<file path="src/crpc_pkg.sv">
// Package of constants for the core retention power control block
package crpc_pkg;
	// System register encoding of the power control register
	localparam logic [1:0] ENC_OP0 = 2'h3;
	localparam logic [2:0] ENC_OP1 = 3'h0;
	localparam logic [3:0] ENC_CRN = 4'hf;
	localparam logic [3:0] ENC_CRM = 4'h2;
	localparam logic [2:0] ENC_OP2 = 3'h7;
	// Field positions
	localparam int EVT_HI = 9;
	localparam int EVT_LO = 7;
	localparam int IRQ_HI = 6;
	localparam int IRQ_LO = 4;
	localparam int PDN_BIT = 0;
	// Trap bit in the auxiliary control registers
	localparam int AUX_TRAP_BIT = 7;
	// Reset values
	localparam logic [2:0] DELAY_RST = 3'h0;
	localparam logic PDN_RST = 1'b0;
	// Exception levels
	localparam logic [1:0] EL1 = 2'h1;
	localparam logic [1:0] EL2 = 2'h2;
	// Tick counter width, enough for 512
	localparam int CNT_W = 10;
	// Required system counter ticks per nonzero retention code
	localparam logic [CNT_W-1:0] TICKS_C1 = 10'h002;
	localparam logic [CNT_W-1:0] TICKS_C2 = 10'h008;
	localparam logic [CNT_W-1:0] TICKS_C3 = 10'h020;
	localparam logic [CNT_W-1:0] TICKS_C4 = 10'h040;
	localparam logic [CNT_W-1:0] TICKS_C5 = 10'h080;
	localparam logic [CNT_W-1:0] TICKS_C6 = 10'h100;
	localparam logic [CNT_W-1:0] TICKS_C7 = 10'h200;
	// Power activity encoding
	localparam int ACT_W = 3;
	localparam int ACT_RUN = 0;
	localparam int ACT_RET = 1;
	localparam int ACT_OFF = 2;
endpackage : crpc_pkg

</file>
<file path="src/crpc_top.sv">
// Core retention power control register and activity signalling
// Operation
// - Event-wait retention delay field, bits 9:7
// - Interrupt-wait retention delay field, bits 6:4
// - Nonzero codes select 2 to 512 ticks; code zero gives no readiness
// - No retention readiness before ticks elapse
// - Bit 0 requests power-down on interrupt wait
// - Power-down request resets to none
// - EL1/EL2 writes gated by auxiliary bit 7
// - Decode register at its system encoding
`timescale 1ns/1ps
module crpc_top (
	// Clock, reset, enable
	input  wire logic        clk,
	input  wire logic        rst,
	input  wire logic        ce,
	// System register access
	input  wire logic        sr_req,
	input  wire logic        sr_write,
	input  wire logic [1:0]  sr_op0,
	input  wire logic [2:0]  sr_op1,
	input  wire logic [3:0]  sr_crn,
	input  wire logic [3:0]  sr_crm,
	input  wire logic [2:0]  sr_op2,
	input  wire logic [1:0]  sr_el,
	input  wire logic [31:0] sr_wdata,
	input  wire logic [63:0] aux_control_level2,
	input  wire logic [63:0] aux_control_level3,
	output logic             sr_ack,
	output logic             sr_trap,
	output logic [31:0]      sr_rdata,
	// Core state, same clock domain
	input  wire logic        wait_for_interrupt_state,
	input  wire logic        wait_for_event_state,
	// System counter tick, from another domain
	input  wire logic        sys_tick,
	// Power controller requests retention entry, from pins
	input  wire logic        ret_req,
	// P-Channel activity toward the power controller
	output logic [2:0]       power_activity_out,
	output logic             ret_accept
);
	typedef struct packed {
		logic [2:0]  evt_dly;
		logic [2:0]  irq_dly;
		logic        pdn;
		logic [2:0]  tick_sync;
		logic [1:0]  req_sync;
		logic [crpc_pkg::CNT_W-1:0] cnt;
		logic        ack;
		logic        trap;
		logic [31:0] rdata;
		logic [2:0]  act;
		logic        accept;
	} crpc_state_t;

	crpc_state_t st_ff;
	crpc_state_t nxt_st;

	// Decode and retention helpers, all but tick_edge also watched by the assertions
	logic                       hit;
	logic                       wr_ok;
	logic                       idle;
	logic [2:0]                 code;
	logic [crpc_pkg::CNT_W-1:0] need;
	logic                       ready;
	logic                       tick_edge;

	// Next-state logic for registers, counter and activity
	always_comb begin
		nxt_st = st_ff;
		hit = sr_op0 == crpc_pkg::ENC_OP0 && sr_op1 == crpc_pkg::ENC_OP1 &&
			sr_crn == crpc_pkg::ENC_CRN && sr_crm == crpc_pkg::ENC_CRM &&
			sr_op2 == crpc_pkg::ENC_OP2;
		// EL1 needs both auxiliary enables, EL2 only level 3; EL0 and EL3 always write
		wr_ok = aux_control_level3[crpc_pkg::AUX_TRAP_BIT] &&
			(sr_el == crpc_pkg::EL2 ||
			aux_control_level2[crpc_pkg::AUX_TRAP_BIT]);
		if (sr_el != crpc_pkg::EL1 && sr_el != crpc_pkg::EL2) begin
			wr_ok = 1'b1;
		end
		nxt_st.ack = sr_req;
		nxt_st.trap = 1'b0;
		if (sr_req && hit && sr_write) begin
			if (wr_ok) begin
				nxt_st.evt_dly = sr_wdata[crpc_pkg::EVT_HI:crpc_pkg::EVT_LO];
				nxt_st.irq_dly = sr_wdata[crpc_pkg::IRQ_HI:crpc_pkg::IRQ_LO];
				nxt_st.pdn = sr_wdata[crpc_pkg::PDN_BIT];
			end else begin
				nxt_st.trap = 1'b1;
			end
		end
		// Reserved bits read zero; unmatched encodings read zero too
		nxt_st.rdata = 32'h0000_0000;
		if (sr_req && hit && !sr_write) begin
			nxt_st.rdata[crpc_pkg::EVT_HI:crpc_pkg::EVT_LO] = st_ff.evt_dly;
			nxt_st.rdata[crpc_pkg::IRQ_HI:crpc_pkg::IRQ_LO] = st_ff.irq_dly;
			nxt_st.rdata[crpc_pkg::PDN_BIT] = st_ff.pdn;
		end
		// Synchronisers: stage 0 feeds only stage 1
		nxt_st.tick_sync = {st_ff.tick_sync[1:0], sys_tick};
		nxt_st.req_sync = {st_ff.req_sync[0], ret_req};
		tick_edge = st_ff.tick_sync[1] && !st_ff.tick_sync[2];
		// Interrupt wait takes priority over event wait for the delay
		idle = wait_for_interrupt_state || wait_for_event_state;
		code = wait_for_interrupt_state ? st_ff.irq_dly : st_ff.evt_dly;
		// Code zero needs no count; the ready term masks it off anyway
		unique case (code)
			3'h0: need = '0;
			3'h1: need = crpc_pkg::TICKS_C1;
			3'h2: need = crpc_pkg::TICKS_C2;
			3'h3: need = crpc_pkg::TICKS_C3;
			3'h4: need = crpc_pkg::TICKS_C4;
			3'h5: need = crpc_pkg::TICKS_C5;
			3'h6: need = crpc_pkg::TICKS_C6;
			3'h7: need = crpc_pkg::TICKS_C7;
		endcase
		if (!idle) begin
			nxt_st.cnt = '0;
		end else if (tick_edge && st_ff.cnt != need) begin
			nxt_st.cnt = st_ff.cnt + 1'b1;
		end
		ready = idle && code != 3'h0 && st_ff.cnt == need;
		nxt_st.act = '0;
		nxt_st.act[crpc_pkg::ACT_RUN] = !idle;
		nxt_st.act[crpc_pkg::ACT_RET] = ready;
		nxt_st.act[crpc_pkg::ACT_OFF] =
			wait_for_interrupt_state && st_ff.pdn;
		nxt_st.accept = st_ff.req_sync[1] && ready;
	end

	// State register; clock enable freezes everything
	always_ff @(posedge clk or posedge rst) begin
		if (rst) begin
			// Constants only; the fields take their reset defaults
			st_ff <= '0;
			st_ff.evt_dly <= crpc_pkg::DELAY_RST;
			st_ff.irq_dly <= crpc_pkg::DELAY_RST;
			st_ff.pdn <= crpc_pkg::PDN_RST;
		end else if (ce) begin
			st_ff <= nxt_st;
		end
	end

	// Outputs come straight from the state register, no logic after it
	assign sr_ack = st_ff.ack;
	assign sr_trap = st_ff.trap;
	assign sr_rdata = st_ff.rdata;
	assign power_activity_out = st_ff.act;
	assign ret_accept = st_ff.accept;

	// Readiness shows only after the full count on a live code
	early_ret_a: assert property (
		@(posedge clk) disable iff (rst)
		st_ff.act[crpc_pkg::ACT_RET] |->
		$past(st_ff.cnt) == $past(need) && $past(code) != 3'h0)
		else $error("retention ready before ticks elapsed");
	// Accept follows a ready cycle, so an early request is refused
	accept_ret_a: assert property (
		@(posedge clk) disable iff (rst)
		st_ff.accept |-> $past(ready))
		else $error("retention accepted while not ready");
	// Accept also needs the synchronised request behind it
	accept_req_a: assert property (
		@(posedge clk) disable iff (rst)
		st_ff.accept |-> $past(st_ff.req_sync[1]))
		else $error("retention accepted without a request");
	// Leaving the wait restarts the count, so no credit carries over
	cnt_clear_a: assert property (
		@(posedge clk) disable iff (rst)
		ce && !idle |=> st_ff.cnt == '0)
		else $error("idle counter not cleared");
	// Code zero keeps the retention circuit off
	ret_off_a: assert property (
		@(posedge clk) disable iff (rst)
		ce && code == 3'h0 |=> !st_ff.act[crpc_pkg::ACT_RET])
		else $error("retention ready with code zero");
	// Both ends of the tick table
	tick_need_a: assert property (
		@(posedge clk) disable iff (rst)
		code == 3'h7 |-> need == 10'h200)
		else $error("wrong tick count for code 7");
	tick_short_a: assert property (
		@(posedge clk) disable iff (rst)
		code == 3'h1 |-> need == 10'h002)
		else $error("wrong tick count for code 1");
	// Power-down wish follows the interrupt wait
	pdn_act_a: assert property (
		@(posedge clk) disable iff (rst)
		ce && wait_for_interrupt_state && st_ff.pdn |=>
		st_ff.act[crpc_pkg::ACT_OFF])
		else $error("power-down request not signalled");
	// Event wait alone never asks for power-down
	no_off_a: assert property (
		@(posedge clk) disable iff (rst)
		ce && !wait_for_interrupt_state |=> !st_ff.act[crpc_pkg::ACT_OFF])
		else $error("power-down signalled outside interrupt wait");
	// Trapped write leaves every field alone
	trap_wr_a: assert property (
		@(posedge clk) disable iff (rst)
		ce && sr_req && sr_write && hit && !wr_ok |=>
		st_ff.trap && $stable(st_ff.pdn) && $stable(st_ff.irq_dly) &&
		$stable(st_ff.evt_dly))
		else $error("trapped write changed register");
	// Permitted write lands in all three fields
	wr_take_a: assert property (
		@(posedge clk) disable iff (rst)
		ce && sr_req && sr_write && hit && wr_ok |=>
		st_ff.evt_dly == $past(sr_wdata[9:7]) &&
		st_ff.irq_dly == $past(sr_wdata[6:4]) &&
		st_ff.pdn == $past(sr_wdata[0]) && !st_ff.trap)
		else $error("register write not taken");
	// A read hands back the stored fields
	rd_fields_a: assert property (
		@(posedge clk) disable iff (rst)
		ce && sr_req && hit && !sr_write |=>
		st_ff.rdata[9:7] == $past(st_ff.evt_dly) &&
		st_ff.rdata[6:4] == $past(st_ff.irq_dly) &&
		st_ff.rdata[0] == $past(st_ff.pdn))
		else $error("read data differs from fields");
	// Writes return no data
	wr_zero_a: assert property (
		@(posedge clk) disable iff (rst)
		ce && sr_req && sr_write |=> st_ff.rdata == 32'h0000_0000)
		else $error("write returned data");
	// Reserved bits always read zero
	rd_zero_a: assert property (
		@(posedge clk) disable iff (rst)
		st_ff.rdata[31:10] == 22'h00_0000 && st_ff.rdata[3:1] == 3'h0)
		else $error("reserved bits read nonzero");
	// Unmatched encodings answer with zero and never trap
	miss_zero_a: assert property (
		@(posedge clk) disable iff (rst)
		ce && sr_req && !hit |=> st_ff.rdata == 32'h0000_0000 && !st_ff.trap)
		else $error("unmatched encoding answered");
	// Every request with clock enable high is acknowledged one cycle later
	ack_pulse_a: assert property (
		@(posedge clk) disable iff (rst)
		ce && sr_req |=> st_ff.ack)
		else $error("request not acknowledged");
endmodule : crpc_top

</file>
<file path="config.mk">
export PLATFORM = sky130hd
export DESIGN_NAME = crpc_top
export DESIGN_NICKNAME = d
export VERILOG_FILES = /design/src/crpc_pkg.sv /design/src/crpc_top.sv
export SDC_FILE = /design/constraint.sdc
export NUM_CORES = 1
export LEC_CHECK = 0
export ABC_AREA = 0
export BUFFER_PORTS_ARGS = -buffer_cell sky130_fd_sc_hd__buf_2
export CORE_AREA = 4 4 86 88
export DETAILED_ROUTE_END_ITERATION = 8
export DIE_AREA = 0 0 90 92
export MAX_ROUTING_LAYER = met4
export PLACE_DENSITY = 0.73
export SLEW_MARGIN = 20
export SYNTH_ARGS = -nofsm -noshare
export SYNTH_HDL_FRONTEND = slang
export SYNTH_SLANG_ARGS = --single-unit
</file>
<file path="constraint.sdc">
create_clock -name clk -period 2.35 [get_ports clk]
set_input_delay 0.47 -clock clk [delete_from_list [all_inputs] [get_ports clk]]
set_output_delay 0.47 -clock clk [all_outputs]
set_load 0.03 [all_outputs]
</file>
# Yosys cells after proc, flatten, opt, wreduce, memory -nomap -nowiden

Memories as Yosys holds them, arrays and structs flattened.
Index checks and enable logic that the tools add are counted.

Output and inout bits: 38
Memories kept: 1
ROM bits: 56
Bits in registers: 35
Logic and storage cells: 55
Input bits: 187

Muxes and demuxes: 8
Add/subtract/negate cells: 1
Reduce and logical (&&, ||, !) cells: 24
Eq/ne operators: 10

Memories:

| memory           | words | bits a word | rd ports | clocked after memory_dff | wr ports | RTL line        | text |
|---|---|---|---|---|---|---|---|
| (name not given) | 8     | 7           | 1        | 0                        | 0        | crpc_top.sv:108 | `unique case (code)` |

Operators with widths:

| operator                                       | number |
|---|---|
| 2-to-1 mux 10 bit                              | 2 |
| logical AND 1 bit                              | 15 |
| adder 10 x 1 -> 10 bit (second input constant) | 1 |
| == test 10 bit                                 | 1 |
| != test 10 bit                                 | 1 |
| 2-to-1 mux 6 bit                               | 1 |
| == test 2 bit (second input constant)          | 2 |
| == test 4 x 2 -> 1 bit (second input constant) | 1 |
| == test 4 bit (second input constant)          | 1 |
| 2-to-1 mux 1 bit                               | 4 |
| != test 2 x 1 -> 1 bit (second input constant) | 2 |
| == test 3 bit (second input constant)          | 1 |
| logical NOT 1 bit                              | 3 |
| logical NOT 3 bit                              | 1 |
| 2-to-1 mux 3 bit                               | 1 |
| AND reduction 3 bit                            | 1 |
| nonzero test 3 bit                             | 1 |
| logical OR 1 bit                               | 2 |
| != test 2 bit (second input constant)          | 1 |
| AND reduction 2 bit                            | 1 |

# Longest topological paths before layout

Gate-level depths: netlist (run 1).

Word-level depth: 8
Gate-level depth with buffers: 7
Mapped depth without buffers: 6

# Worst setup path before layout (run 1)

OpenSTA, ideal clock, no wires.

Kind: in2reg
Start point: in wait_for_interrupt_state
End point: reg st_ff (netlist bit power_activity_out[1])
Cell stages on the path: 6
Data arrival time: 1.977 ns
Data required time: 2.285 ns
Setup time: 0.065 ns
Buffers on the path: 0
Setup slack: 0.308 ns
Cell sequence: mux2_2 > or4_1 > nand3_1 > nand4_2 > a311oi_2 > mux2_2

Word-level cells in the longest chain between the ends: 4
Elaborated cells between the ends (all ways): 7
Classes of those cells: 1 x eq/ne; 1 x mux; 4 x reduce/logical; 1 x memory

Ends and longest elaborated chain:

| item                                                                 | RTL line        | text |
|---|---|---|
| start: declaration                                                   | crpc_top.sv:33  | `input wire logic wait_for_interrupt_state,` |
| 2-to-1 mux 3 bit                                                     | crpc_top.sv:106 | `code = wait_for_interrupt_state ? st_ff.irq_dly : st_ff.evt_dly;` |
| memory read (8 x 7 bit) / nonzero test 3 bit (equally long branches) | -               |  |
| == test 10 bit / logical AND 1 bit (equally long branches)           | crpc_top.sv:123 | `ready = idle && code != 3'h0 && st_ff.cnt == need;` |
| logical AND 1 bit (*)                                                | crpc_top.sv:123 |  |
| end signal: assignment                                               | crpc_top.sv:141 | `st_ff <= nxt_st;` |
| end: declaration                                                     | crpc_top.sv:57  | `crpc_state_t st_ff;` |

Every way passes the cells marked *; elsewhere a longest branch is shown, timed or not.
A chain may end at the register's enable or synchronous reset.

# Worst setup path after layout (run 1)

Start point: reg st_ff[57] (netlist bit)
End point: reg st_ff[38] (netlist bit)

Word-level cells in the longest chain between the ends: 6

Ends and longest elaborated chain:

| item                                    | RTL line        | text |
|---|---|---|
| 2-to-1 mux 3 bit                        | crpc_top.sv:106 |  |
| memory read (8 x 7 bit)                 | -               |  |
| != test 10 bit                          | crpc_top.sv:120 | `end else if (tick_edge && st_ff.cnt != need) begin` |
| logical AND 1 bit                       | crpc_top.sv:120 |  |
| != test 2 x 1 -> 1 bit (no source line) | -               |  |
| AND reduction 2 bit (no source line)    | -               |  |

Every way passes these cells.

==> results of run 1 <==
metal layers:
layer | vias up | share of wire | track usage
met5 | - | 0 | -
met4 | 0 | 0.015 | 0.04464
met3 | 6 | 0.082 | 0.02953
met2 | 93 | 0.45 | 0.1973
met1 | 801 | 0.46 | 0.1476
li1 | 833 | - | -
cell type report:
type                            instances  area (µm²)
Clock buffer                            6       82.58
Clock inverter                          2       35.03
Fill cell                             656        4153
Inverter                               14       52.55
Multi-Input combinational cell        156        1007
Sequential cell                        35       875.8
Tap cell                               80       100.1
Timing Repair Buffer                   61       337.8
cell families after synthesis:
kind of cell,count (synthesis),share of synthesized area
AOI/OAI and AO/OA,39,0.1203
adders and majority gates,2,0.01163
muxes,20,0.1046
and+or+nand+nor,70,0.1878
DFF,35,0.4070
other,1,0.001743
buffers and inverters,55,0.1669
worst paths after layout:
| kind | endpoint | cells after the start | startpoint |
|---|---|---|---|
| min in group clk | st_ff[53] | 2 | sr_wdata[0] |
| hold / removal | sr_rdata[0] | 3 | rst |
| max in group asynchronous | st_ff[41] | 3 | rst |
| setup / recovery | st_ff[38] | 7 | st_ff[57] |
| hold reg to reg | st_ff[49] | 1 | nxt_st[49] |
| setup reg to reg | st_ff[38] | 7 | st_ff[57] |
stage by stage:
stage	cells	worst slack (ns)	power, W	util
2_1_floorplan	246	0.3080	0.0009073	-
3_3_place_gp	346	0.04013	0.0009509	0.3573
3_5_place_dp	346	0.01896	0.0009592	0.3573
4_1_cts	354	0.2446	0.001528	0.3750
5_1_grt	354	0.1044	0.001591	0.3750
6_report	354	0.2580	0.001517	0.3750
registers in the layout (all words and copies together), names as in the netlist:
signal and count:
nxt_st 3, st_ff 19, sr_ack 1, sr_rdata 7, power_activity_out 3, ret_accept 1
sr_trap 1
worst min-delay path, stage by stage:
cell	delay, ns
buf_2	0.09
inv_1	0.04
buf_4	0.38
power by group through the flow:
stage	combinational, W	clock (W)	sequential [W]
3_3_place_gp	0.000260	0	0.000691
2_1_floorplan	0.000223	0	0.000684
3_5_place_dp	0.000266	0	0.000693
4_1_cts	0.000267	0.000581	0.000681
5_1_grt	0.000296	0.000606	0.000690
6_report	0.000265	0.000571	0.000682
placed cells by master (no fill, tap or decap), types with 5 or more instances in the layout:
cell type  instances
inv_1             14
clkbuf_8           6
buf_4             13
a21oi_1            5
nor2b_1            6
nand3_1            8
dfrtp_1           35
mux2_2            17
nand4_1            6
buf_2             48
conb_1            25
o21ai_0           15
nor2_1             9
nand2_1           16
==> key figures, run 1 <==
Floorplanning
  • Die Y-Extent: 92 µm
  • Std cell rows: 30
  • Initial Utilization: 0.3239
  • Die width: 90 µm
  • Core area: 6644 µm²
  • IO Count: 225
  • Die area: 8280 µm²

Logic synthesis
  • Post-Syn Area: 2152 µm²
  • Yosys cell types: 51
  • Post-synthesis sequential area ratio: 0.4070
  • Mapped Cells: 222
  • Dominant cells by area after synthesis: dfrtp_1, buf_4, mux2_2, o21ai_0, nand2_1
  • EDFF count, synth: 0
  • Area leader, netlist: dfrtp_1
  • Synth top cells by count: buf_4, dfrtp_1, mux2_2
  • Yosys top cell area share: 0.4070
  • Ys flop type: dfrtp_1
  • Ys Warns: 0
  • Syn_area_per_cell: 9.694 µm²
  • Flops & latches, synth: 35
  • FFs w/ async S/R, synth: 1.000

Drt
  • ANT nets after route: 0
  • Iter 0 DRT Violations: 66
  • Routed len/inst: 13.32 µm
  • Final WL: 4.717 mm
  • Avg Vias per Cell: 4.895
  • # DRC: 0
  • Vias: 1733
  • DR pass1 iterations: 6

Clocking
  • H-tree levels: 2
  • Setup Buffers After CTS: 0
  • Resized cells post-CTS: 0
  • CTS clk-pin slew, worst paths: 0.07 ns
  • CTS Buf Count: 5
  • # clock sinks: 35
  • TritonCTS clock tree: done
  • Hold_buf cts: 0
  • Clk_lat worst skew: 0.29 ns
  • Clock Root Buffer: clkbuf_8
  • Max clock buf depth: 2

Power
  • Switching Share: 0.2832
  • Logic pwr share: 0.174
  • Sequential Power Share: 0.450
  • Maximum VDD drop: 0.3430 mV
  • Clk network pwr share: 0.376
  • Leak: 1.227 nW
  • Psw: 0.0004297 W
  • Internal power: 0.001088 W
  • P per Cell Area: 609.1 nW/µm²

Run status
  • Outcome: complete, no violations

Setup path
  • Worst setup EP type: flop
  • Critical Path Start Type: flop
  • Critical Path RT: 2.59 ns
  • CP max FO: 6
  • CP max stage cell: or4_1
  • R2r setup slk: 0.26 ns
  • Critical path arrival: 2.33 ns
  • Worst path cell trace: mux2_2 > or4_1 > nand3_1 > nand4_2 > buf_4 > a21boi_0 > a22o_2
  • Slowest stage delay, CP: 0.49 ns
  • Buf+Inv Stages, Crit Path: 1
  • Setup Crit Path Kind: reg2reg
  • Cell family with most CP delay: simple AND/OR/NAND/NOR gates

Final layout
  • Share of layout cells above drive strength 1: 0.3394
  • Area Growth Syn to Fin: 15.76%
  • Antenna fix cells: 0
  • Final net count: 462
  • Design area: 2491 µm²

Timing
  • Period utilization: 0.8902
  • Max-slew violation count: 0
  • Max Clock Skew: 0.006547 ns
  • Fmax achieved: 478.0 MHz
  • Final setup viols: 0
  • Setup TNS: 0 ns
  • Min cycle time layout: 2.092 ns
  • RSZ-0062 raised after global routing: no
  • Hold_ws: 0.2557 ns
  • Final hold violation count: 0

Flow run
  • Number of max-cap violations: 0

Global routing
  • First-pass GRT wire length: 7.955 mm
  • Global route overflow: 0
  • Initial antenna violation count: 0
  • Vias in the first global route: 1726
  • GRT Total Usage: 0.1216
  • Largest net degree at the start of global routing: 36

Placed design
  • IO Port Bufs: 48
  • Placer Congestion: 0.8351
  • Detail Placement HPWL: 3.556 mm
  • Area post-placement: 2374 µm²

Hold path
  • Hold crit path type: in2async
Power figures use the tool's default switching activity.
==> run 2: changes to the inputs <==
--- a/config.mk
+++ b/config.mk
@@ -9,8 +9,9 @@
 export BUFFER_PORTS_ARGS = -buffer_cell sky130_fd_sc_hd__buf_2
 export CORE_AREA = 4 4 86 88
+export CTS_CLUSTER_SIZE = 30
 export DETAILED_ROUTE_END_ITERATION = 8
 export DIE_AREA = 0 0 90 92
 export MAX_ROUTING_LAYER = met4
-export PLACE_DENSITY = 0.73
+export PLACE_DENSITY = 0.76
 export SLEW_MARGIN = 20
 export SYNTH_ARGS = -nofsm -noshare
==> constraint.sdc (replaced) <==
create_clock -name clk -period 2.35 [get_ports clk]
set_input_delay 0.1175 -clock clk [delete_from_list [all_inputs] [get_ports clk]]
set_output_delay 0.1175 -clock clk [all_outputs]
set_load 0.03 [all_outputs]
==> run 2 against run 1 <==
Compared with the run above:
- flip-flop and latch count did not move
- count of clock-buffer cells in the layout did not move
- largest power group unchanged
- sequential share of layout area increased by 0.70 points
- final cell count shrank 2.3%
- global-route usage decreased by 0.70 points
- non-clock buffer count shrank 8
- setup slack lost 0.12 ns
- clock power fell by 2%
- power down 1.2%
- register-to-register slack lost 0.12 ns
- die area is the same
- fmax is 5.5% lower
==> key figures, run 2 (synthesis results as in run 1) <==
Run status
  • Outcome: complete, no violations

Drt
  • Iter 0 DRT Violations: 45 (-32%)
  • Routed len/inst: 13.31 µm (about the same)
  • # DRC: 0 (unchanged)
  • Avg Vias per Cell: 4.980 (+1.7%)
  • Vias: 1723 (-0.58%)
  • Final WL: 4.606 mm (-2.4%)
  • ANT nets after route: 0 (unchanged)
  • DR pass1 iterations: 4 (-2)

Final layout
  • Share of layout cells above drive strength 1: 0.3158 (-0.02363)
  • Commonest cells after routing, fill and taps aside: buf_2, dfrtp_1, conb_1
  • Most common cell after layout, fill and taps aside: buf_2
  • Final net count: 454 (-1.7%)
  • Biggest register: st_ff
  • Finished Layout Cells: 346 (-2.3%)
  • Area Growth Syn to Fin: 13.49%
  • Max reg flops: 19 (unchanged)
  • Antenna fix cells: 0 (unchanged)
  • Fillcell total: 657 (+0.15%)

Global routing
  • Largest net degree at the start of global routing: 36 (unchanged)
  • GRT Total Usage: 0.1146 (-0.006963)
  • Initial antenna violation count: 0 (unchanged)
  • Vias in the first global route: 1688 (-2.2%)
  • Global route overflow: 0 (unchanged)
  • First-pass GRT wire length: 7.672 mm (-3.6%)

Floorplanning
  • Core area: 6644 µm² (unchanged)
  • Std cell rows: 30 (unchanged)
  • Die width: 90 µm (unchanged)
  • Die area: 8280 µm² (unchanged)
  • Initial Utilization: 0.3239 (unchanged)
  • IO Count: 225 (unchanged)
  • Die Y-Extent: 92 µm (unchanged)

Setup path
  • R2r setup slk: 0.14 ns (-0.12 ns)
  • Setup Crit Path Kind: reg2reg
  • Slowest stage delay, CP: 0.45 ns (-0.04 ns)
  • Buf+Inv Stages, Crit Path: 0 (-1)
  • Worst setup EP type: flop
  • Worst R2R Start: st_ff[38]
  • Worst R2R Path Depth: 6 (-1)
  • Critical Path RT: 2.58 ns (about the same)
  • Cell family with most CP delay: compound AO/OA/AOI/OAI gates
  • Crit Reg-Reg Endpoint: power_activity_out[1]
  • CP max FO: 6 (unchanged)
  • Worst path cell trace: nor3_1 > o31ai_1 > o41ai_1 > nand4_2 > a311oi_2 > mux2_2
  • Critical path arrival: 2.44 ns (+0.11 ns)
  • Critical Path Start Type: flop
  • CP max stage cell: dfrtp_1

Clocking
  • CTS clk-pin slew, worst paths: 0.07 ns (about the same)
  • Clock Root Buffer: clkbuf_8
  • H-tree levels: 2 (unchanged)
  • TritonCTS clock tree: done
  • # clock sinks: 35 (unchanged)
  • Max clock buf depth: 2 (unchanged)
  • Clk_lat worst skew: 0.29 ns (about the same)
  • CTS Buf Count: 5 (unchanged)

Power
  • Total power: 0.001499 W (-1.2%)
  • P per Cell Area: 613.9 nW/µm² (+0.78%)
  • Leak: 1.188 nW (-3.2%)
  • Maximum VDD drop: 0.4756 mV (+39%)

Timing
  • Min cycle time layout: 2.213 ns (+0.1212 ns)
  • Max Clock Skew: 0.002924 ns (-0.003623 ns)
  • Period utilization: 0.9418 (+0.05157)
  • Fmax achieved: 451.8 MHz (-5.5%)
  • Max-slew violation count: 0 (unchanged)
  • Final setup viols: 0 (unchanged)
  • RSZ-0062 raised after global routing: no
  • Setup TNS: 0 ns (unchanged)
  • Final hold violation count: 0 (unchanged)

Hold path
  • Hold path depth: 2
  • Hold path endpoint: st_ff[59]
  • Worst hold start: sr_wdata[9]
  • Hold crit path type: in2reg

Placed design
  • Placer Congestion: 0.8608 (+3.1%)
  • Placed Instances: 337 (-2.6%)
  • Detail Placement HPWL: 3.391 mm (-4.6%)
  • IO Port Bufs: 48 (unchanged)

Flow run
  • Number of max-cap violations: 0 (unchanged)
-- run 2: cell type report --
class | instances | area [µm²] | share of cell area
clock inverters | 2 | 35.03 | 0.01434
clock buffers | 6 | 82.58 | 0.03381
inverters | 14 | 52.55 | 0.02152
multi-input cells | 156 | 1016 | 0.4160
flip-flops and latches | 35 | 875.8 | 0.3586
repair buffers | 53 | 280.3 | 0.1148
well taps | 80 | 100.1 | 0.04098
-- run 2: how the worst max path moves through the flow --
| stage | start | endpoint | slack (ns) | cells past startpoint |
|---|---|---|---|---|
| 2_1_floorplan | st_ff[57] | power_activity_out[1] | 0.43 | 6 |
| 3_3_place_gp | wait_for_interrupt_state | power_activity_out[1] | 0.18 | 7 |
| 3_5_place_dp | wait_for_interrupt_state | power_activity_out[1] | 0.1 | 7 |
| 4_1_cts | st_ff[58] | power_activity_out[1] | 0.10 | 6 |
| 5_1_grt | st_ff[38] | power_activity_out[1] | 0.05 | 6 |
| 6_report | st_ff[38] | power_activity_out[1] | 0.14 | 6 |
-- run 2: timing repair --
| action | CTS | global route |
|---|---|---|
| buffers inserted | 0 | 0 |
| hold buffers | 1 | 0 |
| hold endpoints to repair | 35 | 0 |
| endpoints found under the setup margin | 0 | 1 |
| gates resized for setup | 0 | 1 |
-- run 2: power by group --
part | switching [W] | internal (W)
combinational | 0.000160 | 0.0000966
sequential | 0.0000455 | 0.000638
clock | 0.000217 | 0.000343
-- run 2: routing by layer --
metal / share of wire / up-vias / GRT usage
met4: 0.010 / 0 / 0.03189
met2: 0.46 / 86 / 0.1854
met1: 0.45 / 810 / 0.1457
met5: 0 / - / -
li1: - / 820 / -
met3: 0.078 / 7 / 0.02461
-- run 2: per-stage QoR --
step                hold slack (ns)  setup slack, ns  instance area (µm²)  utilization
finish                      0.05740           0.1368                 2442       0.3676
global placement             0.2382           0.1794                 2306       0.3471
CTS                         0.05649           0.1049                 2434       0.3663
global route                0.05394          0.05477                 2442       0.3676
detailed placement           0.2382          0.09776                 2306       0.3471
floorplan                    0.2468           0.4282                 2242            -
==> run 3: changes to the inputs <==
Clock period 2.35 ns to 2.2 ns, I/O delays scaled along.
==> run 3 against run 2 <==
Compared with the run above:
- sequential share of layout area decreased by 0.76 points
- clock power fell by 6.6%
- fmax is 9.1% higher
- count of clock-buffer cells in the layout up 2
- worst hold slack worse by 0.011 ns
- combinational power grew 25%
- largest power group unchanged
==> key figures, run 3 (synthesis results as in run 1) <==
Global routing
  • Global route overflow: 0 (unchanged)
  • Largest net degree at the start of global routing: 36 (unchanged)
  • First-pass GRT wire length: 8.100 mm (+5.6%)
  • GRT Total Usage: 0.1236 (+0.008983)
  • Vias in the first global route: 1684 (-0.24%)
  • Initial antenna violation count: 0 (unchanged)

Setup path
  • Crit Reg-Reg Endpoint: power_activity_out[1]
  • Slowest stage delay, CP: 0.46 ns (about the same)
  • CP max FO: 6 (unchanged)
  • Worst R2R Path Depth: 6 (unchanged)
  • Critical path arrival: 2.26 ns (-0.18 ns)
  • CP most frequent cell: mux2_2
  • Setup Crit Path Kind: reg2reg
  • Worst setup EP type: flop
  • Worst path cell trace: mux2_2 > or4_1 > nand3_1 > nand4_2 > a311oi_2 > mux2_2
  • CP max stage cell: or4_1
  • Critical Path Start Type: flop
  • Worst R2R Start: st_ff[54]
  • R2r setup slk: 0.17 ns (+0.04 ns)
  • Critical Path RT: 2.43 ns (-0.15 ns)

Clocking
  • Max clock buf depth: 2 (unchanged)
  • H-tree levels: 2 (unchanged)
  • Clk_lat worst skew: 0.30 ns (about the same)
  • # clock sinks: 35 (unchanged)
  • CTS clk-pin slew, worst paths: 0.07 ns (about the same)
  • TritonCTS clock tree: done
  • Setup Buffers After CTS: 0 (unchanged)
  • CTS Buf Count: 5 (unchanged)
  • Clock Root Buffer: clkbuf_8

Drt
  • DR pass1 iterations: 4 (unchanged)
  • Iter 0 DRT Violations: 53 (+18%)
  • Final WL: 4.897 mm (+6.3%)
  • # DRC: 0 (unchanged)
  • Vias: 1764 (+2.4%)
  • ANT nets after route: 0 (unchanged)
  • Routed len/inst: 13.83 µm (+3.9%)
  • Avg Vias per Cell: 4.983 (about the same)

Hold path
  • Hold path endpoint: nxt_st[51]
  • Hold path depth: 2 (unchanged)
  • Hold crit path type: in2reg
  • Worst hold start: sys_tick

Final layout
  • Max reg flops: 19 (unchanged)
  • Biggest register: st_ff
  • Antenna fix cells: 0 (unchanged)
  • Share of layout cells above drive strength 1: 0.3431 (+0.02728)
  • Most common cell after layout, fill and taps aside: buf_2
  • Area Growth Syn to Fin: 15.93%
  • Final net count: 462 (+1.8%)
  • Commonest cells after routing, fill and taps aside: buf_2, dfrtp_1, conb_1

Floorplanning
  • Std cell rows: 30 (unchanged)
  • Die width: 90 µm (unchanged)
  • Core area: 6644 µm² (unchanged)
  • Initial Utilization: 0.3239 (unchanged)
  • IO Count: 225 (unchanged)
  • Die Y-Extent: 92 µm (unchanged)
  • Die area: 8280 µm² (unchanged)

Timing
  • Max Clock Skew: 0.007794 ns (+0.004869 ns)
  • Max-slew violation count: 0 (unchanged)
  • Min cycle time layout: 2.028 ns (-0.1854 ns)
  • RSZ-0062 raised after global routing: no
  • Setup TNS: 0 ns (unchanged)
  • Hold_ws: 0.04595 ns (-0.01144 ns)
  • Final hold violation count: 0 (unchanged)
  • Period utilization: 0.9217 (-0.02007)
  • Final setup viols: 0 (unchanged)
  • Fmax achieved: 493.2 MHz (+9.1%)

Placed design
  • Detail Placement HPWL: 3.528 mm (+4.0%)
  • Placer Congestion: 0.8947 (+3.9%)
  • IO Port Bufs: 48 (unchanged)

Power
  • P per Cell Area: 626.4 nW/µm² (+2.0%)
  • Leak: 1.222 nW (+2.9%)
  • Maximum VDD drop: 0.4133 mV (-13%)

Flow run
  • Number of max-cap violations: 0 (unchanged)

Run status
  • Outcome: complete, no violations
## run 3: worst max-delay path, delay by kind of cell, from the launching register on
kind | cells | cell delay, ns
compound gates | 1 | 0.34
flops | 1 | 0.44
mux | 2 | 0.52
simple gates | 3 | 0.66
## run 3: report_power, final
group          internal (W)  leakage (nW)  total (W)  switching [W]
Sequential         0.000681         0.470   0.000721      0.0000396
Clock              0.000286        0.0515   0.000523       0.000237
Combinational      0.000128         0.701   0.000319       0.000191
Total               0.00110          1.22    0.00156       0.000468
## run 3: cell type report
class	instances	area [µm²]
Sequential cell	35	875.8
Timing Repair Buffer	61	340.3
Fill cell	668	4149
Inverter	14	52.55
Tap cell	80	100.1
Clock buffer	8	100.1
Multi-Input combinational cell	156	1026
## run 3: repair_timing
| action | in CTS | in global routing |
|---|---|---|
| hold buffers | 1 | 0 |
| resized for setup | 0 | 4 |
| endpoints found under the setup margin | 0 | 5 |
| hold endpoints to repair | 35 | 0 |
## run 3: worst max path at each step
stage,start,end,slack [ns],cells after the start
CTS,st_ff[57],st_ff[38],0.1,8
global placement,st_ff[57],power_activity_out[1],0.17,7
detailed placement,st_ff[57],st_ff[38],0.11,8
floorplan,st_ff[57],power_activity_out[1],0.28,6
global route,st_ff[54],power_activity_out[1],0.04,6
finish,st_ff[54],power_activity_out[1],0.17,6
## run 3: routing by layer
metal | share of wire | GRT usage | vias up | wire, µm
met4 | 0.023 | 0.04719 | 0 | 114
met2 | 0.44 | 0.1842 | 105 | 2157
li1 | - | - | 833 | -
met5 | 0 | - | - | 0
met1 | 0.44 | 0.1595 | 814 | 2149
met3 | 0.097 | 0.03527 | 12 | 476
## run 3: per-stage QoR
stage | setup slack [ns] | cell area [µm²] | power [W] | utilization | instances
after CTS | 0.09795 | 2476 | 0.001564 | 0.3727 | 354
after global placement | 0.1712 | 2366 | 0.001029 | 0.3561 | 345
final | 0.1722 | 2495 | 0.001563 | 0.3755 | 354
after floorplan | 0.2782 | 2242 | 0.0009691 | - | 246
after detailed placement | 0.1095 | 2366 | 0.001041 | 0.3561 | 345
after global routing | 0.04229 | 2495 | 0.001642 | 0.3755 | 354
